**config.mk**
```make
export PLATFORM = sky130hd
export DESIGN_NAME = sld_static_lcd
export DESIGN_NICKNAME = d
export VERILOG_FILES = /design/src/rtl/sld_pkg.sv /design/src/rtl/sld_fifo.sv /design/src/rtl/sld_static_lcd.sv /design/src/rtl/sld_sync.sv
export VERILOG_INCLUDE_DIRS = /design/src /design/src/rtl
export SDC_FILE = /design/constraint.sdc
export NUM_CORES = 1
export LEC_CHECK = 0
export BUFFER_PORTS_ARGS = -buffer_cell sky130_fd_sc_hd__buf_2
export CORE_MARGIN = 3
export CORE_UTILIZATION = 40
export CTS_CLUSTER_DIAMETER = 30
export CTS_CLUSTER_SIZE = 40
export DETAILED_ROUTE_END_ITERATION = 10
export SLEW_MARGIN = 20
export SYNTH_ARGS = -nofsm -noshare
export SYNTH_HDL_FRONTEND = slang
export SYNTH_SLANG_ARGS = --single-unit
```
**constraint.sdc**
```tcl
create_clock -name ref_clk -period 9.2 [get_ports ref_clk]
set_input_delay 1.84 -clock ref_clk [delete_from_list [all_inputs] [get_ports ref_clk]]
set_output_delay 1.84 -clock ref_clk [all_outputs]
set_load 0.005 [all_outputs]
```
**src/rtl/sld_defines.svh**
```systemverilog
`ifndef SLD_DEFINES_SVH
`define SLD_DEFINES_SVH

// ****************************************
// Geometry
// ****************************************
`define SLD_NUM_SEG         40
`define SLD_LOW_GROUP       16
`define SLD_DIV_W           15
`define SLD_ADDR_W          8
`define SLD_FIFO_DEPTH      4
`define SLD_EV_W            3

// ****************************************
// Timing
// ****************************************
`define SLD_REF_HZ          20000000
`define SLD_OSC_HZ          32000
`define SLD_OSC_HALF_CYC    (`SLD_REF_HZ / (2 * `SLD_OSC_HZ))
`define SLD_OSC_CNT_W       9

// ****************************************
// Divider taps
// ****************************************
`define SLD_DISP_TAP_LSB    3
`define SLD_DISP_TAP_MAX    4
`define SLD_BLINK_TAP_LSB   12
`define SLD_BLINK_TAP_MAX   2

// ****************************************
// Queued event word
// ****************************************
`define SLD_EV_BIT          0
`define SLD_EV_SHIFT        1
`define SLD_EV_LOAD         2

// ****************************************
// Register offsets
// ****************************************
`define SLD_REG_CTRL        8'h00
`define SLD_REG_SHIFT_LO    8'h04
`define SLD_REG_SHIFT_HI    8'h08
`define SLD_REG_LATCH_LO    8'h0C
`define SLD_REG_LATCH_HI    8'h10
`define SLD_REG_STATUS      8'h14

// ****************************************
// Field positions and reset values
// ****************************************
`define SLD_CTRL_W          8
`define SLD_CTRL_RST        8'h00
`define SLD_ST_EMPTY        0
`define SLD_ST_FULL         1
`define SLD_ST_BLINK        2
`define SLD_ST_OVERFLOW     3

`endif

```
**src/rtl/sld_pkg.sv**
```systemverilog
`include "sld_defines.svh"

package sld_pkg;

  typedef struct packed {
    logic [1:0] blink_tap;
    logic       blink_int;
    logic [2:0] disp_tap;
    logic       disp_int;
    logic       freeze;
  } sld_ctrl_t;

  typedef struct packed {
    logic                         rst_meta;
    logic                         rst_done;
  } sld_rst_t;

  typedef struct packed {
    logic [`SLD_NUM_SEG-1:0]      shift;
    logic [`SLD_NUM_SEG-1:0]      latch;
    logic [`SLD_DIV_W-1:0]        div;
    logic [`SLD_OSC_CNT_W-1:0]    osc_cnt;
    logic                         osc;
    logic                         sclk_d;
    logic                         load_d;
    logic                         fin_d;
    logic [`SLD_NUM_SEG-1:0]      seg;
    logic                         com_a;
    logic                         com_b;
    logic                         overflow;
    sld_ctrl_t                    ctrl;
    logic [31:0]                  rdata;
  } sld_state_t;

endpackage

```
**src/rtl/sld_fifo.sv**
```systemverilog
module sld_fifo #(
  parameter int WIDTH = 3,
  parameter int DEPTH = 4
) (
  input  wire logic             clk,
  input  wire logic             rst_n,
  input  wire logic             in_valid,
  output logic                  in_ready,
  input  wire logic [WIDTH-1:0] in_data,
  output logic                  out_valid,
  input  wire logic             out_ready,
  output logic      [WIDTH-1:0] out_data
);

  localparam int PTR_W = (DEPTH > 1) ? $clog2(DEPTH) : 1;
  localparam int CNT_W = $clog2(DEPTH + 1);

  typedef struct packed {
    logic [DEPTH-1:0][WIDTH-1:0] mem;
    logic [PTR_W-1:0]            wptr;
    logic [PTR_W-1:0]            rptr;
    logic [CNT_W-1:0]            count;
  } sld_fifo_state_t;

  sld_fifo_state_t q_ff;
  sld_fifo_state_t nxt_q;
  logic            push;
  logic            pop;

  function automatic logic [PTR_W-1:0] ptr_inc(input logic [PTR_W-1:0] p);
    return (p == PTR_W'(DEPTH - 1)) ? '0 : PTR_W'(p + 1'b1);
  endfunction

  assign in_ready  = (q_ff.count != CNT_W'(DEPTH));
  assign out_valid = (q_ff.count != '0);
  assign out_data  = q_ff.mem[q_ff.rptr];
  assign push      = in_valid & in_ready;
  assign pop       = out_valid & out_ready;

  always_comb begin
    nxt_q = q_ff;
    if (push) begin
      nxt_q.mem[q_ff.wptr] = in_data;
      nxt_q.wptr           = ptr_inc(q_ff.wptr);
    end
    if (pop) begin
      nxt_q.rptr = ptr_inc(q_ff.rptr);
    end
    if (push && !pop) begin
      nxt_q.count = CNT_W'(q_ff.count + 1'b1);
    end else if (pop && !push) begin
      nxt_q.count = CNT_W'(q_ff.count - 1'b1);
    end
  end

  always_ff @(posedge clk or negedge rst_n) begin
    if (!rst_n) begin
      q_ff <= '0;
    end else begin
      q_ff <= nxt_q;
    end
  end

endmodule

```
**src/rtl/sld_static_lcd.sv**
```systemverilog
// Implementation choices: the address map and strobed register access.
`include "sld_defines.svh"

module sld_static_lcd
  import sld_pkg::*;
(
  input  wire logic                    ref_clk,
  input  wire logic                    resetn,
  input  wire logic [`SLD_ADDR_W-1:0]  reg_addr,
  input  wire logic [31:0]             reg_wdata,
  input  wire logic                    reg_wr,
  input  wire logic                    reg_rd,
  output logic      [31:0]             reg_rdata,
  input  wire logic                    serial_data_in,
  input  wire logic                    shift_clock,
  input  wire logic                    load_strobe,
  output logic                         serial_data_out,
  output logic                         serial_ready,
  input  wire logic                    osc_enable_n,
  output logic                         osc_out,
  input  wire logic                    core_clock_in,
  output logic      [4:0]              div_disp_out,
  output logic      [2:0]              div_blink_out,
  input  wire logic                    display_clock_in,
  input  wire logic                    blink_clock_in,
  input  wire logic                    blink_enable_n,
  input  wire logic                    seg_group_low_enable_n,
  input  wire logic                    seg_group_high_enable_n,
  input  wire logic                    common_a_enable_n,
  input  wire logic                    common_b_enable_n,
  output logic      [`SLD_NUM_SEG-1:0] segment_out,
  output logic                         common_a_out,
  output logic                         common_b_out
);

  import sld_pkg::*;

  localparam int NUM_IN = 12;

  // ****************************************
  // Reset release
  // ****************************************
  sld_rst_t   rst_ff;
  sld_rst_t   nxt_rst;
  logic       rst_n;

  always_comb begin
    nxt_rst          = rst_ff;
    nxt_rst.rst_meta = 1'b1;
    nxt_rst.rst_done = rst_ff.rst_meta;
  end

  always_ff @(posedge ref_clk or negedge resetn) begin
    if (!resetn) begin
      rst_ff <= '0;
    end else begin
      rst_ff <= nxt_rst;
    end
  end

  assign rst_n = rst_ff.rst_done;

  // ****************************************
  // Pin synchronisers
  // ****************************************
  logic [NUM_IN-1:0] pins_raw;
  logic [NUM_IN-1:0] pins_s;
  logic              s_din;
  logic              s_sclk;
  logic              s_load;
  logic              s_fin;
  logic              s_display_clock_in;
  logic              s_bclk;
  logic              s_oen_n;
  logic              s_ben_n;
  logic              s_sen_lo_n;
  logic              s_sen_hi_n;
  logic              s_cena_n;
  logic              s_cenb_n;

  assign pins_raw = {serial_data_in, shift_clock, load_strobe, core_clock_in,
                     display_clock_in, blink_clock_in, osc_enable_n, blink_enable_n,
                     seg_group_low_enable_n, seg_group_high_enable_n,
                     common_a_enable_n, common_b_enable_n};

  sld_sync #(
    .WIDTH    (NUM_IN)
  ) u_sync (
    .clk      (ref_clk),
    .rst_n    (rst_n),
    .async_in (pins_raw),
    .sync_out (pins_s)
  );

  assign {s_din, s_sclk, s_load, s_fin, s_display_clock_in, s_bclk, s_oen_n, s_ben_n,
          s_sen_lo_n, s_sen_hi_n, s_cena_n, s_cenb_n} = pins_s;

  // ****************************************
  // State
  // ****************************************
  sld_state_t q_ff;
  sld_state_t nxt_q;

  logic                     sclk_rise;
  logic                     load_rise;
  logic                     fin_rise;
  logic                     ev_valid;
  logic                     ev_ready;
  logic [`SLD_EV_W-1:0]     ev_data;
  logic                     q_valid;
  logic                     q_ready;
  logic [`SLD_EV_W-1:0]     q_data;
  logic                     fifo_empty;
  logic                     disp_clk;
  logic                     blink_clk;
  logic                     blank;

  // Selects one divider stage, clamped to the highest legal tap
  function automatic logic tap_pick(input logic [`SLD_DIV_W-1:0] div,
                                    input int unsigned           lsb,
                                    input int unsigned           sel,
                                    input int unsigned           max);
    int unsigned idx;
    idx = lsb + ((sel > max) ? max : sel);
    return div[idx];
  endfunction

  // ****************************************
  // Serial events into the queue
  // ****************************************
  assign sclk_rise = s_sclk & ~q_ff.sclk_d;
  assign load_rise = s_load & ~q_ff.load_d;
  assign fin_rise  = s_fin & ~q_ff.fin_d;

  // Shift is applied before load when both edges land together
  assign ev_valid                = sclk_rise | load_rise;
  assign ev_data[`SLD_EV_BIT]    = s_din;
  assign ev_data[`SLD_EV_SHIFT]  = sclk_rise;
  assign ev_data[`SLD_EV_LOAD]   = load_rise;

  // Freeze holds queued events so software can read a stable snapshot
  assign q_ready      = ~q_ff.ctrl.freeze;
  assign fifo_empty   = ~q_valid;
  assign serial_ready = ev_ready;

  sld_fifo #(
    .WIDTH     (`SLD_EV_W),
    .DEPTH     (`SLD_FIFO_DEPTH)
  ) u_fifo (
    .clk       (ref_clk),
    .rst_n     (rst_n),
    .in_valid  (ev_valid),
    .in_ready  (ev_ready),
    .in_data   (ev_data),
    .out_valid (q_valid),
    .out_ready (q_ready),
    .out_data  (q_data)
  );

  // ****************************************
  // Clock selection and blink
  // ****************************************
  assign disp_clk  = q_ff.ctrl.disp_int ?
                     tap_pick(q_ff.div, `SLD_DISP_TAP_LSB, q_ff.ctrl.disp_tap,
                              `SLD_DISP_TAP_MAX) : s_display_clock_in;
  assign blink_clk = q_ff.ctrl.blink_int ?
                     tap_pick(q_ff.div, `SLD_BLINK_TAP_LSB, q_ff.ctrl.blink_tap,
                              `SLD_BLINK_TAP_MAX) : s_bclk;
  assign blank     = ~s_ben_n & blink_clk;

  // ****************************************
  // Next state
  // ****************************************
  always_comb begin
    logic seg_en;
    logic lit;
    nxt_q        = q_ff;
    seg_en       = 1'b0;
    lit          = 1'b0;
    nxt_q.sclk_d = s_sclk;
    nxt_q.load_d = s_load;
    nxt_q.fin_d  = s_fin;

    if (q_valid && q_ready) begin
      if (q_data[`SLD_EV_SHIFT]) begin
        nxt_q.shift = {q_ff.shift[`SLD_NUM_SEG-2:0], q_data[`SLD_EV_BIT]};
      end
      if (q_data[`SLD_EV_LOAD]) begin
        nxt_q.latch = nxt_q.shift;
      end
    end

    if (fin_rise) begin
      nxt_q.div = `SLD_DIV_W'(q_ff.div + 1'b1);
    end

    if (!s_oen_n) begin
      if (q_ff.osc_cnt == `SLD_OSC_CNT_W'(`SLD_OSC_HALF_CYC - 1)) begin
        nxt_q.osc_cnt = '0;
        nxt_q.osc     = ~q_ff.osc;
      end else begin
        nxt_q.osc_cnt = `SLD_OSC_CNT_W'(q_ff.osc_cnt + 1'b1);
      end
    end else begin
      nxt_q.osc_cnt = '0;
      nxt_q.osc     = 1'b0;
    end

    for (int i = 0; i < `SLD_NUM_SEG; i++) begin
      seg_en       = (i < `SLD_LOW_GROUP) ? ~s_sen_lo_n : ~s_sen_hi_n;
      lit          = q_ff.latch[i] & ~blank;
      nxt_q.seg[i] = seg_en & (lit ? disp_clk : ~disp_clk);
    end

    nxt_q.com_a = ~s_cena_n & ~disp_clk;
    nxt_q.com_b = ~s_cenb_n & ~disp_clk;

    // Register writes
    if (reg_wr) begin
      if (reg_addr == `SLD_REG_CTRL) begin
        nxt_q.ctrl = sld_ctrl_t'(reg_wdata[`SLD_CTRL_W-1:0]);
      end else if (reg_addr == `SLD_REG_STATUS) begin
        if (reg_wdata[`SLD_ST_OVERFLOW]) begin
          nxt_q.overflow = 1'b0;
        end
      end
    end

    // Lost event sets after any clear, so it wins
    if (ev_valid && !ev_ready) begin
      nxt_q.overflow = 1'b1;
    end

    // Register reads, answer stands one cycle only
    nxt_q.rdata = '0;
    if (reg_rd) begin
      if (reg_addr == `SLD_REG_CTRL) begin
        nxt_q.rdata = {24'h000000, q_ff.ctrl};
      end else if (reg_addr == `SLD_REG_SHIFT_LO) begin
        nxt_q.rdata = q_ff.shift[31:0];
      end else if (reg_addr == `SLD_REG_SHIFT_HI) begin
        nxt_q.rdata = {24'h000000, q_ff.shift[`SLD_NUM_SEG-1:32]};
      end else if (reg_addr == `SLD_REG_LATCH_LO) begin
        nxt_q.rdata = q_ff.latch[31:0];
      end else if (reg_addr == `SLD_REG_LATCH_HI) begin
        nxt_q.rdata = {24'h000000, q_ff.latch[`SLD_NUM_SEG-1:32]};
      end else if (reg_addr == `SLD_REG_STATUS) begin
        nxt_q.rdata[`SLD_ST_EMPTY]    = fifo_empty;
        nxt_q.rdata[`SLD_ST_FULL]     = ~ev_ready;
        nxt_q.rdata[`SLD_ST_BLINK]    = ~s_ben_n;
        nxt_q.rdata[`SLD_ST_OVERFLOW] = q_ff.overflow;
      end else begin
        nxt_q.rdata = '0;
      end
    end
  end

  // ****************************************
  // Registers
  // ****************************************
  always_ff @(posedge ref_clk or negedge rst_n) begin
    if (!rst_n) begin
      q_ff      <= '0;
      q_ff.ctrl <= sld_ctrl_t'(`SLD_CTRL_RST);
    end else begin
      q_ff <= nxt_q;
    end
  end

  // ****************************************
  // Outputs
  // ****************************************
  assign reg_rdata       = q_ff.rdata;
  assign serial_data_out = q_ff.shift[`SLD_NUM_SEG-1];
  assign osc_out         = q_ff.osc;
  assign div_disp_out    = q_ff.div[`SLD_DISP_TAP_LSB +: 5];
  assign div_blink_out   = q_ff.div[`SLD_BLINK_TAP_LSB +: 3];
  assign segment_out     = q_ff.seg;
  assign common_a_out    = q_ff.com_a;
  assign common_b_out    = q_ff.com_b;

endmodule

```
**src/rtl/sld_sync.sv**
```systemverilog
module sld_sync #(
  parameter int WIDTH = 1
) (
  input  wire logic             clk,
  input  wire logic             rst_n,
  input  wire logic [WIDTH-1:0] async_in,
  output logic      [WIDTH-1:0] sync_out
);

  typedef struct packed {
    logic [WIDTH-1:0] meta;
    logic [WIDTH-1:0] stable;
  } sld_sync_state_t;

  sld_sync_state_t q_ff;
  sld_sync_state_t nxt_q;

  always_comb begin
    nxt_q        = q_ff;
    nxt_q.meta   = async_in;
    nxt_q.stable = q_ff.meta;
  end

  always_ff @(posedge clk or negedge rst_n) begin
    if (!rst_n) begin
      q_ff <= '0;
    end else begin
      q_ff <= nxt_q;
    end
  end

  assign sync_out = q_ff.stable;

endmodule

```
# After elaboration in Yosys (flattened, before gate mapping)
# Cells that the tools add are included.
# op_classes
addsub	8
n_lt_le_gt_ge	7
n_eq_ne	10
n_mux	74
bitwise_logic	103
reduce_logical	18
# op_table
op	count
$mux W32	5
$and A1 B1 Y1	88
$mux W1	49
$mux W40	1
$mux W9	2
$eq A8 B4 Y1 const B	2
$eq A8 B5 Y1 const B	2
$mux W8	2
$add A15 B1 Y15 const B	1
$mux W3	5
$not A1 Y1	14
$bwmux W12	1
$mux W10	1
$reduce_bool A2 Y1	5
$add A9 B1 Y9 const B	1
$eq A9 B9 Y1 const B	1
$bmux W1 S4	2
$eq A8 B3 Y1 const B	1
$logic_not A8 Y1	1
$bmux W3 S2	1
$demux W3 S2	1
$lt A2 B3 Y1 const B	2
$mux W2	3
$add A4 B2 Y5 const A	1
other kinds (19)	28
# totals
regBits	236
in_bits	56
output_inout_bits	85
wordCells	249

# Longest topological paths before layout
# Gate-level depths: netlist (run 1).
# depth
word_depth	11
depth_mapped	10
mapped_depth_nobuf	9

# Cells and area by module
# From an unflattened synthesis (run 1), not the netlist that was laid out.
# unflattened
cells_unflattened	999
hier_area_um2	11192.0
# by_module_without_submodules
module	instances	cells_per_inst	area_each_um2	seq_area_each_um2
sld_static_lcd	1	907	9644.2	4829.6
sld_fifo	1	68	947.2	475.5
sld_sync	1	24	600.6	600.6

# Worst setup path after synthesis (run 1)
# Ideal clock, no wire load.
# synth_timing
path_type	input to register
startpoint	input port reg_addr[7]
endpoint	register q_ff, in the netlist reg_rdata[4]
setup_time_ps	77
arrival_time_ps	3153
required_ps	9123
slack_ps	5970
path_stages	7
path_buffers	2
path_cell_list	or4_4 > nor3_4 > and3_1 > buf_4 > buf_6 > nand2_1 > a21oi_1
# synth_lines
item	line_no	rtl
start: declaration	sld_static_lcd.sv:9	input wire logic [`SLD_ADDR_W-1:0] reg_addr,
end signal: assignment	sld_static_lcd.sv:266	q_ff <= nxt_q;
end: declaration	sld_static_lcd.sv:101	sld_state_t q_ff;

# Worst setup path after layout (run 1)
# layout_timing
startpoint	register u_fifo.q_ff[1] in the netlist's numbering
endpoint	output port serial_ready
# layout_via
elab_chain_cells	1
# layout_lines
item	line_no	rtl
start: declaration	sld_fifo.sv:25	sld_fifo_state_t q_ff;
start signal: assignment	sld_fifo.sv:60	q_ff <= nxt_q;
$ne A3 B3 Y1	sld_fifo.sv:34	assign in_ready = (q_ff.count != CNT_W'(DEPTH));
end: declaration	sld_static_lcd.sv:18	output logic serial_ready,
# Every way passes these cells.

==> results of run 1 <==
==> worst reg2reg max path, stage by stage, from the launching register on <==
cell	delay [ns]
dfrtp_1	0.44
nand2b_1	0.27
ha_1	0.42
nand2b_1	0.19
o2bb2ai_1	0.12
o2111ai_1	0.09
o211a_2	0.19
buf_4	0.47
mux2_2	0.51
==> layer usage <==
layer | vias to the layer above | routed length, um | track usage | part of all wire
li1 | 3446 | - | - | -
met1 | 3487 | 10600 | 0.214 | 0.46
met2 | 159 | 10800 | 0.255 | 0.47
met3 | 44 | 1130 | 0.0343 | 0.049
met4 | 0 | 503 | 0.0514 | 0.022
met5 | - | 0 | 0 | 0
==> stage by stage <==
step / instance area [um2] / setup slack (ns)
2_1_floorplan: 11000 / 2.14
3_3_place_gp: 11200 / 5.11
3_5_place_dp: 11200 / 5.08
4_1_cts: 13000 / 5.61
5_1_grt: 13000 / 5.49
6_report: 13000 / 5.66
==> state kept, by name (all words and copies together), names as in the netlist <==
| register | cells |
|---|---|
| div_blink_out | 3 |
| u_fifo.q_ff | 19 |
| common_a_out | 1 |
| rst_n | 1 |
| common_b_out | 1 |
| serial_data_out | 1 |
| osc_out | 1 |
| div_disp_out | 5 |
| u_sync.nxt_q | 12 |
| reg_rdata | 32 |
| u_sync.sync_out | 12 |
| segment_out | 40 |
| q_ff | 107 |
| nxt_rst | 1 |
==> cell usage after synthesis, drive strengths merged (14+ instances only) <==
library cell  instances  area (um2)
mux2                101        1140
xnor2                14         123
nand2                67         254
buf                 107         797
a22oi                24         180
nor2                 98         368
nand3                53         270
o21ai                52         260
mux2i                50         500
a31oi                40         250
clkbuf               33         124
dfrtp               236        5910
==> worst min path at each step <==
stage	endpoint	slack, ns	depth (start not counted)
finish	u_sync.sync_out[1]	0.33	0
global route	u_sync.sync_out[9]	0.35	0
CTS	u_sync.sync_out[7]	0.35	0
detailed placement	u_sync.sync_out[7]	0.34	0
global placement	u_sync.sync_out[0]	0.33	0
floorplan	rst_n	0.33	0
==> placed cells by master, fill, tap and decap left out, drive strengths merged, types with 9 or more instances in the layout <==
cell	netlist	layout
dfrtp	236	236
buf	107	126
mux2	101	101
nor2	98	98
clkbuf	33	68
nand2	67	67
nand3	53	53
o21ai	52	52
mux2i	50	50
a31oi	40	40
a22oi	24	24
inv	9	18
xnor2	14	14
a21oi	13	13
xor2	11	11
nand2b	10	10
clkinv	0	10
ha	9	9
==> power by group through the flow <==
stage	logic (mW)	registers [mW]	clock network (mW)
2_1_floorplan	0.631	1.31	0
3_3_place_gp	0.718	1.34	0
3_5_place_dp	0.734	1.34	0
4_1_cts	0.738	1.33	1.91
5_1_grt	0.806	1.36	1.97
6_report	0.718	1.33	1.87
==> layout make-up <==
type                       count  area (um2)  share of cell area
sequential                   236        5910               0.455
multi-input combinational    597        4160               0.320
inverter                       9        33.8             0.00260
tap                          341         427              0.0328
clock inverter                29         339              0.0261
timing repair buffer         126         656              0.0504
clock buffer                  68        1480               0.113
==> kinds of logic (layout without fill, tap and decap cells) <==
| logic type | count (synthesis) | in the layout |
|---|---|---|
| AO/OA/AOI/OAI | 148 | 148 |
| XOR/XNOR | 25 | 25 |
| adder cells (fa/ha/maj) | 10 | 10 |
| buffers and inverters | 149 | 232 |
| flip-flops | 236 | 236 |
| multiplexers | 154 | 154 |
| other | 1 | 1 |
| AND/OR/NAND/NOR | 259 | 259 |
==> flow_metrics.env, run 1 <==
export IMPL_die_w_um=172
export IMPL_power_density_nw_per_um2=301
export IMPL_synth_top_family_by_area="multiplexers"
export IMPL_place_inst=1309
export IMPL_n_fill_cell=2435
export IMPL_drt_iter0_drc=464
export IMPL_synthAdderAreaFrac=0.0121
export IMPL_cp_required_ns=7.36
export IMPL_ios=141
export IMPL_worstSetupPathType="flop to primary output"
export IMPL_yosys_area_share_simple=0.106
export IMPL_nets=1091
export IMPL_drv_slew=0
export IMPL_rr_endpoint="segment_out[13]"
export IMPL_p_clk_frac=0.478
export IMPL_cp_top_family="simple AND/OR/NAND/NOR gates"
export IMPL_grt_overflow=0
export IMPL_ys_ff_latch=236
export IMPL_cts_resized=0
export IMPL_cp_start_kind="flop"
export IMPL_cts_buffers=55
export IMPL_crit_cells=3
export IMPL_place_gp_congestion=0.766
export IMPL_clock_path_buffers=3
export IMPL_synth_compound_area_frac=0.0829
export IMPL_cts_sinks=236
export IMPL_switching_power_mw=1.13
export IMPL_h_tree_depth=2
export IMPL_finalSetupTns_ns=0
export IMPL_p_leak_nw=6.11
export IMPL_p_seq_frac=0.339
export IMPL_cts_tree="built"
export IMPL_cts_root_buf="clkbuf_16"
export IMPL_status="completed"
export IMPL_hp_class="flop to asynchronous set/reset pin"
export IMPL_dr_pass1_iters=4
export IMPL_crit_start="u_fifo.q_ff[1]"
export IMPL_worst_path_max_delay_cell="nor3b_1"
export IMPL_skew_ns=0.0190
export IMPL_first_global_vias=7118
export IMPL_synth_area_um2=11000
export IMPL_drtAntennaViolNets=0
export IMPL_die_area_um2=29500
export IMPL_synth_area_mux_share=0.155
export IMPL_grt_total_usage=0.158
export IMPL_via_per_inst=5.08
export IMPL_ys_types=47
export IMPL_timing_fmax_ghz=0.283
export IMPL_peakVddDrop_v=0.000148
export IMPL_crit_end="serial_ready"
export IMPL_crit_path_cell_trace="nor3b_1 -> inv_1 -> buf_2"
export IMPL_r2r_start="q_ff[36]"
export IMPL_drcViolationCount=0
export IMPL_crit_path_max_fanout=4
export IMPL_dieHeight_um=172
export IMPL_rsz0062_at_grt="false"
export IMPL_grt_max_degree=81
export IMPL_max_stage_delay_ns=0.48
export IMPL_arrival_ns=1.70
export IMPL_routedWlPerCell_um=16.3
export IMPL_setup_viol=0
export IMPL_maxCapViolations=0
export IMPL_period_minus_slack_ns=3.54
export IMPL_p_int_mw=2.79
export IMPL_clk_latency_ns=0.55
export IMPL_synthXorXnorAreaFrac=0.0199
export IMPL_io_buffers=116
export IMPL_num_antenna_cells=0
export IMPL_min_period_over_period=0.384
export IMPL_synth_edf_count=0
export IMPL_r2r_worst_path_cells=8
export IMPL_p_comb_frac=0.183
export IMPL_fin_hold_ws_ns=0.329
export IMPL_antenna_found_initial=0
export IMPL_fp_row_count=60
export IMPL_fin_util=0.481
export IMPL_avgSynthCellArea_um2=11.2
export IMPL_syn_nets=1048
export IMPL_yosys_warnings=0
export IMPL_power_total_mw=3.92
export IMPL_max_slew_margin=0.282
export IMPL_start_util=0.407
export IMPL_routed_wl_um=23000
export IMPL_path_buf_inv=2
export IMPL_ys_async_sr_fraction=1.00
export IMPL_area_delta_synth_final_pct=18.2
export IMPL_cp_end_kind="primary output"
export IMPL_dp_hpwl_um=13900
export IMPL_grt_pass1_wl_um=37600
export IMPL_max_slew_worst_pin_slew_ns=1.07
export IMPL_vias=7136
export IMPL_hold_buffers=0
export IMPL_core_area_um2=27000
export IMPL_stdcell_count=1406
export IMPL_finalHoldViolations=0
export IMPL_path_clk_slew_ns=0.05
export IMPL_postCtsSetupBuffers=0
export IMPL_ys_flop_type="dfrtp_1"
export IMPL_syn_inst=982
export IMPL_r2r_slack_ns=6.37
export IMPL_synth_seq_area_share=0.537
export IMPL_layout_drive_gt1_share=0.308
export IMPL_p_sw_frac=0.288
Power figures use the tool's default switching activity.
==> run 2: changes to the inputs <==
--- a/config.mk
+++ b/config.mk
@@ -6,6 +6,7 @@
 export SDC_FILE = /design/constraint.sdc
 export NUM_CORES = 1
 export LEC_CHECK = 0
+export ABC_AREA = 1
 export BUFFER_PORTS_ARGS = -buffer_cell sky130_fd_sc_hd__buf_2
 export CORE_MARGIN = 3
 export CORE_UTILIZATION = 40
==> constraint.sdc (replaced) <==
create_clock -name ref_clk -period 3.6 [get_ports ref_clk]
set_input_delay 0.72 -clock ref_clk [delete_from_list [all_inputs] [get_ports ref_clk]]
set_output_delay 0.72 -clock ref_clk [all_outputs]
set_load 0.005 [all_outputs]
==> run 2 against run 1 <==
- combinational power rose to 2.6 times the previous value
- critical path depth rose by 5
- register-to-register slack got worse by 5.1 ns
- clock skew fell by 0.0023 ns
- utilization rose by 0.99 points
- hold slack got worse by 0.047 ns
- sequential power rose to 2.5 times the previous value
- sequential share of layout area fell by 1.0 points
- global-route usage rose by 1.2 points
- count of clock-buffer cells in the layout rose by 3
- critical endpoint is now u_fifo.q_ff[1]
==> flow_metrics.env, run 2 <==
export IMPL_p_leak_nw=6.31
export IMPL_synth_top_area_cell="dfrtp_1"
export IMPL_period_minus_slack_ns=2.32
export IMPL_power_density_nw_per_um2=774
export IMPL_dieHeight_um=172
export IMPL_max_slew_margin=0.407
export IMPL_grt_max_degree=84
export IMPL_crit_path_max_fanout=8
export IMPL_path_clk_slew_ns=0.05
export IMPL_drtAntennaViolNets=0
export IMPL_top_register="q_ff"
export IMPL_die_w_um=172
export IMPL_r2r_start="u_fifo.q_ff[0]"
export IMPL_syn_nets=1360
export IMPL_cp_end_kind="flop"
export IMPL_r2r_worst_path_cells=8
export IMPL_crit_top_cell="inv_1"
export IMPL_worst_path_max_delay_cell="dfrtp_1"
export IMPL_core_area_um2=27100
export IMPL_dr_pass1_iters=5
export IMPL_r2r_slack_ns=1.28
export IMPL_peakVddDrop_v=0.000529
export IMPL_area_delta_synth_final_pct=20.1
export IMPL_ys_async_sr_fraction=1.00
export IMPL_ys_types=41
export IMPL_layout_drive_gt1_share=0.185
export IMPL_io_buffers=116
export IMPL_yosys_warnings=0
export IMPL_cp_start_kind="flop"
export IMPL_arrival_ns=2.74
export IMPL_stdcell_count=1761
export IMPL_clock_path_buffers=3
export IMPL_maxCapViolations=0
export IMPL_max_slew_worst_pin_slew_ns=0.890
export IMPL_die_area_um2=29700
export IMPL_synth_seq_area_share=0.533
export IMPL_ys_ff_latch=236
export IMPL_cts_tree="built"
export IMPL_synth_commonest_cells="nand2_1, dfrtp_1, o21ai_0"
export IMPL_cts_buffers=55
export IMPL_status="completed"
export IMPL_path_buf_inv=3
export IMPL_via_per_inst=4.69
export IMPL_place_gp_congestion=0.839
export IMPL_ios=141
export IMPL_vias=8257
export IMPL_nets=1411
export IMPL_syn_inst=1294
export IMPL_max_stage_delay_ns=0.42
export IMPL_drt_iter0_drc=544
export IMPL_hp_class="primary input to flop"
export IMPL_drv_slew=0
export IMPL_synth_most_common_cell="nand2_1"
export IMPL_cts_sinks=236
export IMPL_final_cell_mix="nand2_1, dfrtp_1, o21ai_0"
export IMPL_start_util=0.409
export IMPL_setup_viol=0
export IMPL_avgSynthCellArea_um2=8.56
export IMPL_finalHoldViolations=0
export IMPL_finalSetupTns_ns=0
export IMPL_min_from="common_b_enable_n"
export IMPL_synth_edf_count=0
export IMPL_rsz0062_at_grt="false"
export IMPL_largest_reg_flops=107
export IMPL_final_common_cell="nand2_1"
export IMPL_dp_hpwl_um=16000
export IMPL_holdPathStages=1
export IMPL_min_period_over_period=0.645
export IMPL_place_inst=1659
export IMPL_clk_latency_ns=0.55
export IMPL_fp_row_count=60
export IMPL_crit_path_cell_trace="nor3_1 -> inv_1 -> nand2_1 -> clkinv_1 -> ha_1 -> inv_1 -> fa_1 -> mux2_2"
export IMPL_ys_flop_type="dfrtp_1"
export IMPL_antenna_found_initial=1
export IMPL_grt_overflow=0
export IMPL_num_antenna_cells=0
export IMPL_synthTopCellsByArea="dfrtp_1, nand2_1, o21ai_0"
export IMPL_routed_wl_um=24500
export IMPL_cts_resized=0
export IMPL_grt_total_usage=0.170
export IMPL_h_tree_depth=2
export IMPL_grt_pass1_wl_um=40900
export IMPL_drcViolationCount=0
export IMPL_rr_endpoint="u_fifo.q_ff[1]"
export IMPL_worstSetupPathType="flop to flop"
export IMPL_first_global_vias=8088
export IMPL_skew_ns=0.0167
export IMPL_cp_top_family="adder cells"
export IMPL_yosys_area_top_type_share=0.533
export IMPL_timing_fmax_ghz=0.431
export IMPL_cts_root_buf="clkbuf_16"
export IMPL_synth_area_um2=11100
export IMPL_whs_endpoint="u_sync.nxt_q[0]"
export IMPL_routedWlPerCell_um=13.9
export IMPL_cp_required_ns=4.02
[run 2: layout make-up]
cell class,instances,area [um2]
repair buffers,132,728
flip-flops and latches,236,5910
inverters,134,503
clock inverters,30,367
multi-input cells,786,3760
clock buffers,71,1570
well taps,372,465
fillers,2601,13800
[run 2: worst max-delay path by stage]
stage | from | endpoint | slack [ns] | depth (start not counted)
after floorplan | rst_n | common_a_out | 1.22 | 0
after global placement | reg_addr[1] | reg_rdata[3] | 1.14 | 9
after detailed placement | reg_addr[1] | reg_rdata[3] | 1.11 | 9
after CTS | u_fifo.q_ff[1] | serial_ready | 1.26 | 3
after global routing | q_ff[36] | segment_out[37] | 1.10 | 11
final | u_fifo.q_ff[0] | u_fifo.q_ff[1] | 1.28 | 8
[run 2: where the power goes]
group          leakage (nW)  switching (mW)  total, mW  internal, mW
registers              3.06           0.294       3.38          3.09
clock network         0.947            1.54       5.04          3.50
logic                  2.30            1.31       1.88         0.567
total                  6.31            3.15       10.3          7.15
[run 2: per-layer routing]
metal | global-route usage | part of all wire
met1 | 0.237 | 0.48
met2 | 0.266 | 0.45
met3 | 0.0400 | 0.053
met4 | 0.0489 | 0.019
met5 | 0 | 0.00029
[run 2: timing repair]
action                                  CTS  global route
endpoints found under the setup margin    0             0
endpoints found under the hold margin     2             0
hold buffers                              1             0
buffers inserted                          0             0
[run 2: metrics by stage]
stage               setup WS [ns]  utilization  area [um2]  hold slack, ns  power (mW)
CTS                          1.26        0.491       13300           0.249        10.4
finish                       1.28        0.491       13300           0.281        10.3
global placement             1.14        0.419       11400           0.331        5.25
detailed placement           1.11        0.419       11400           0.335        5.31
floorplan                    1.22            -       11100           0.331        4.86
global route                 1.10        0.491       13300           0.256        10.9
[run 2: cells by family after synthesis]
kind of cell / synth area share
simple gates: 0.183
other cells: 0.000339
mux: 0.00746
buf+inv: 0.128
flops: 0.533
xor+xnor: 0.0150
compound gates: 0.120
fa+ha+maj: 0.0120
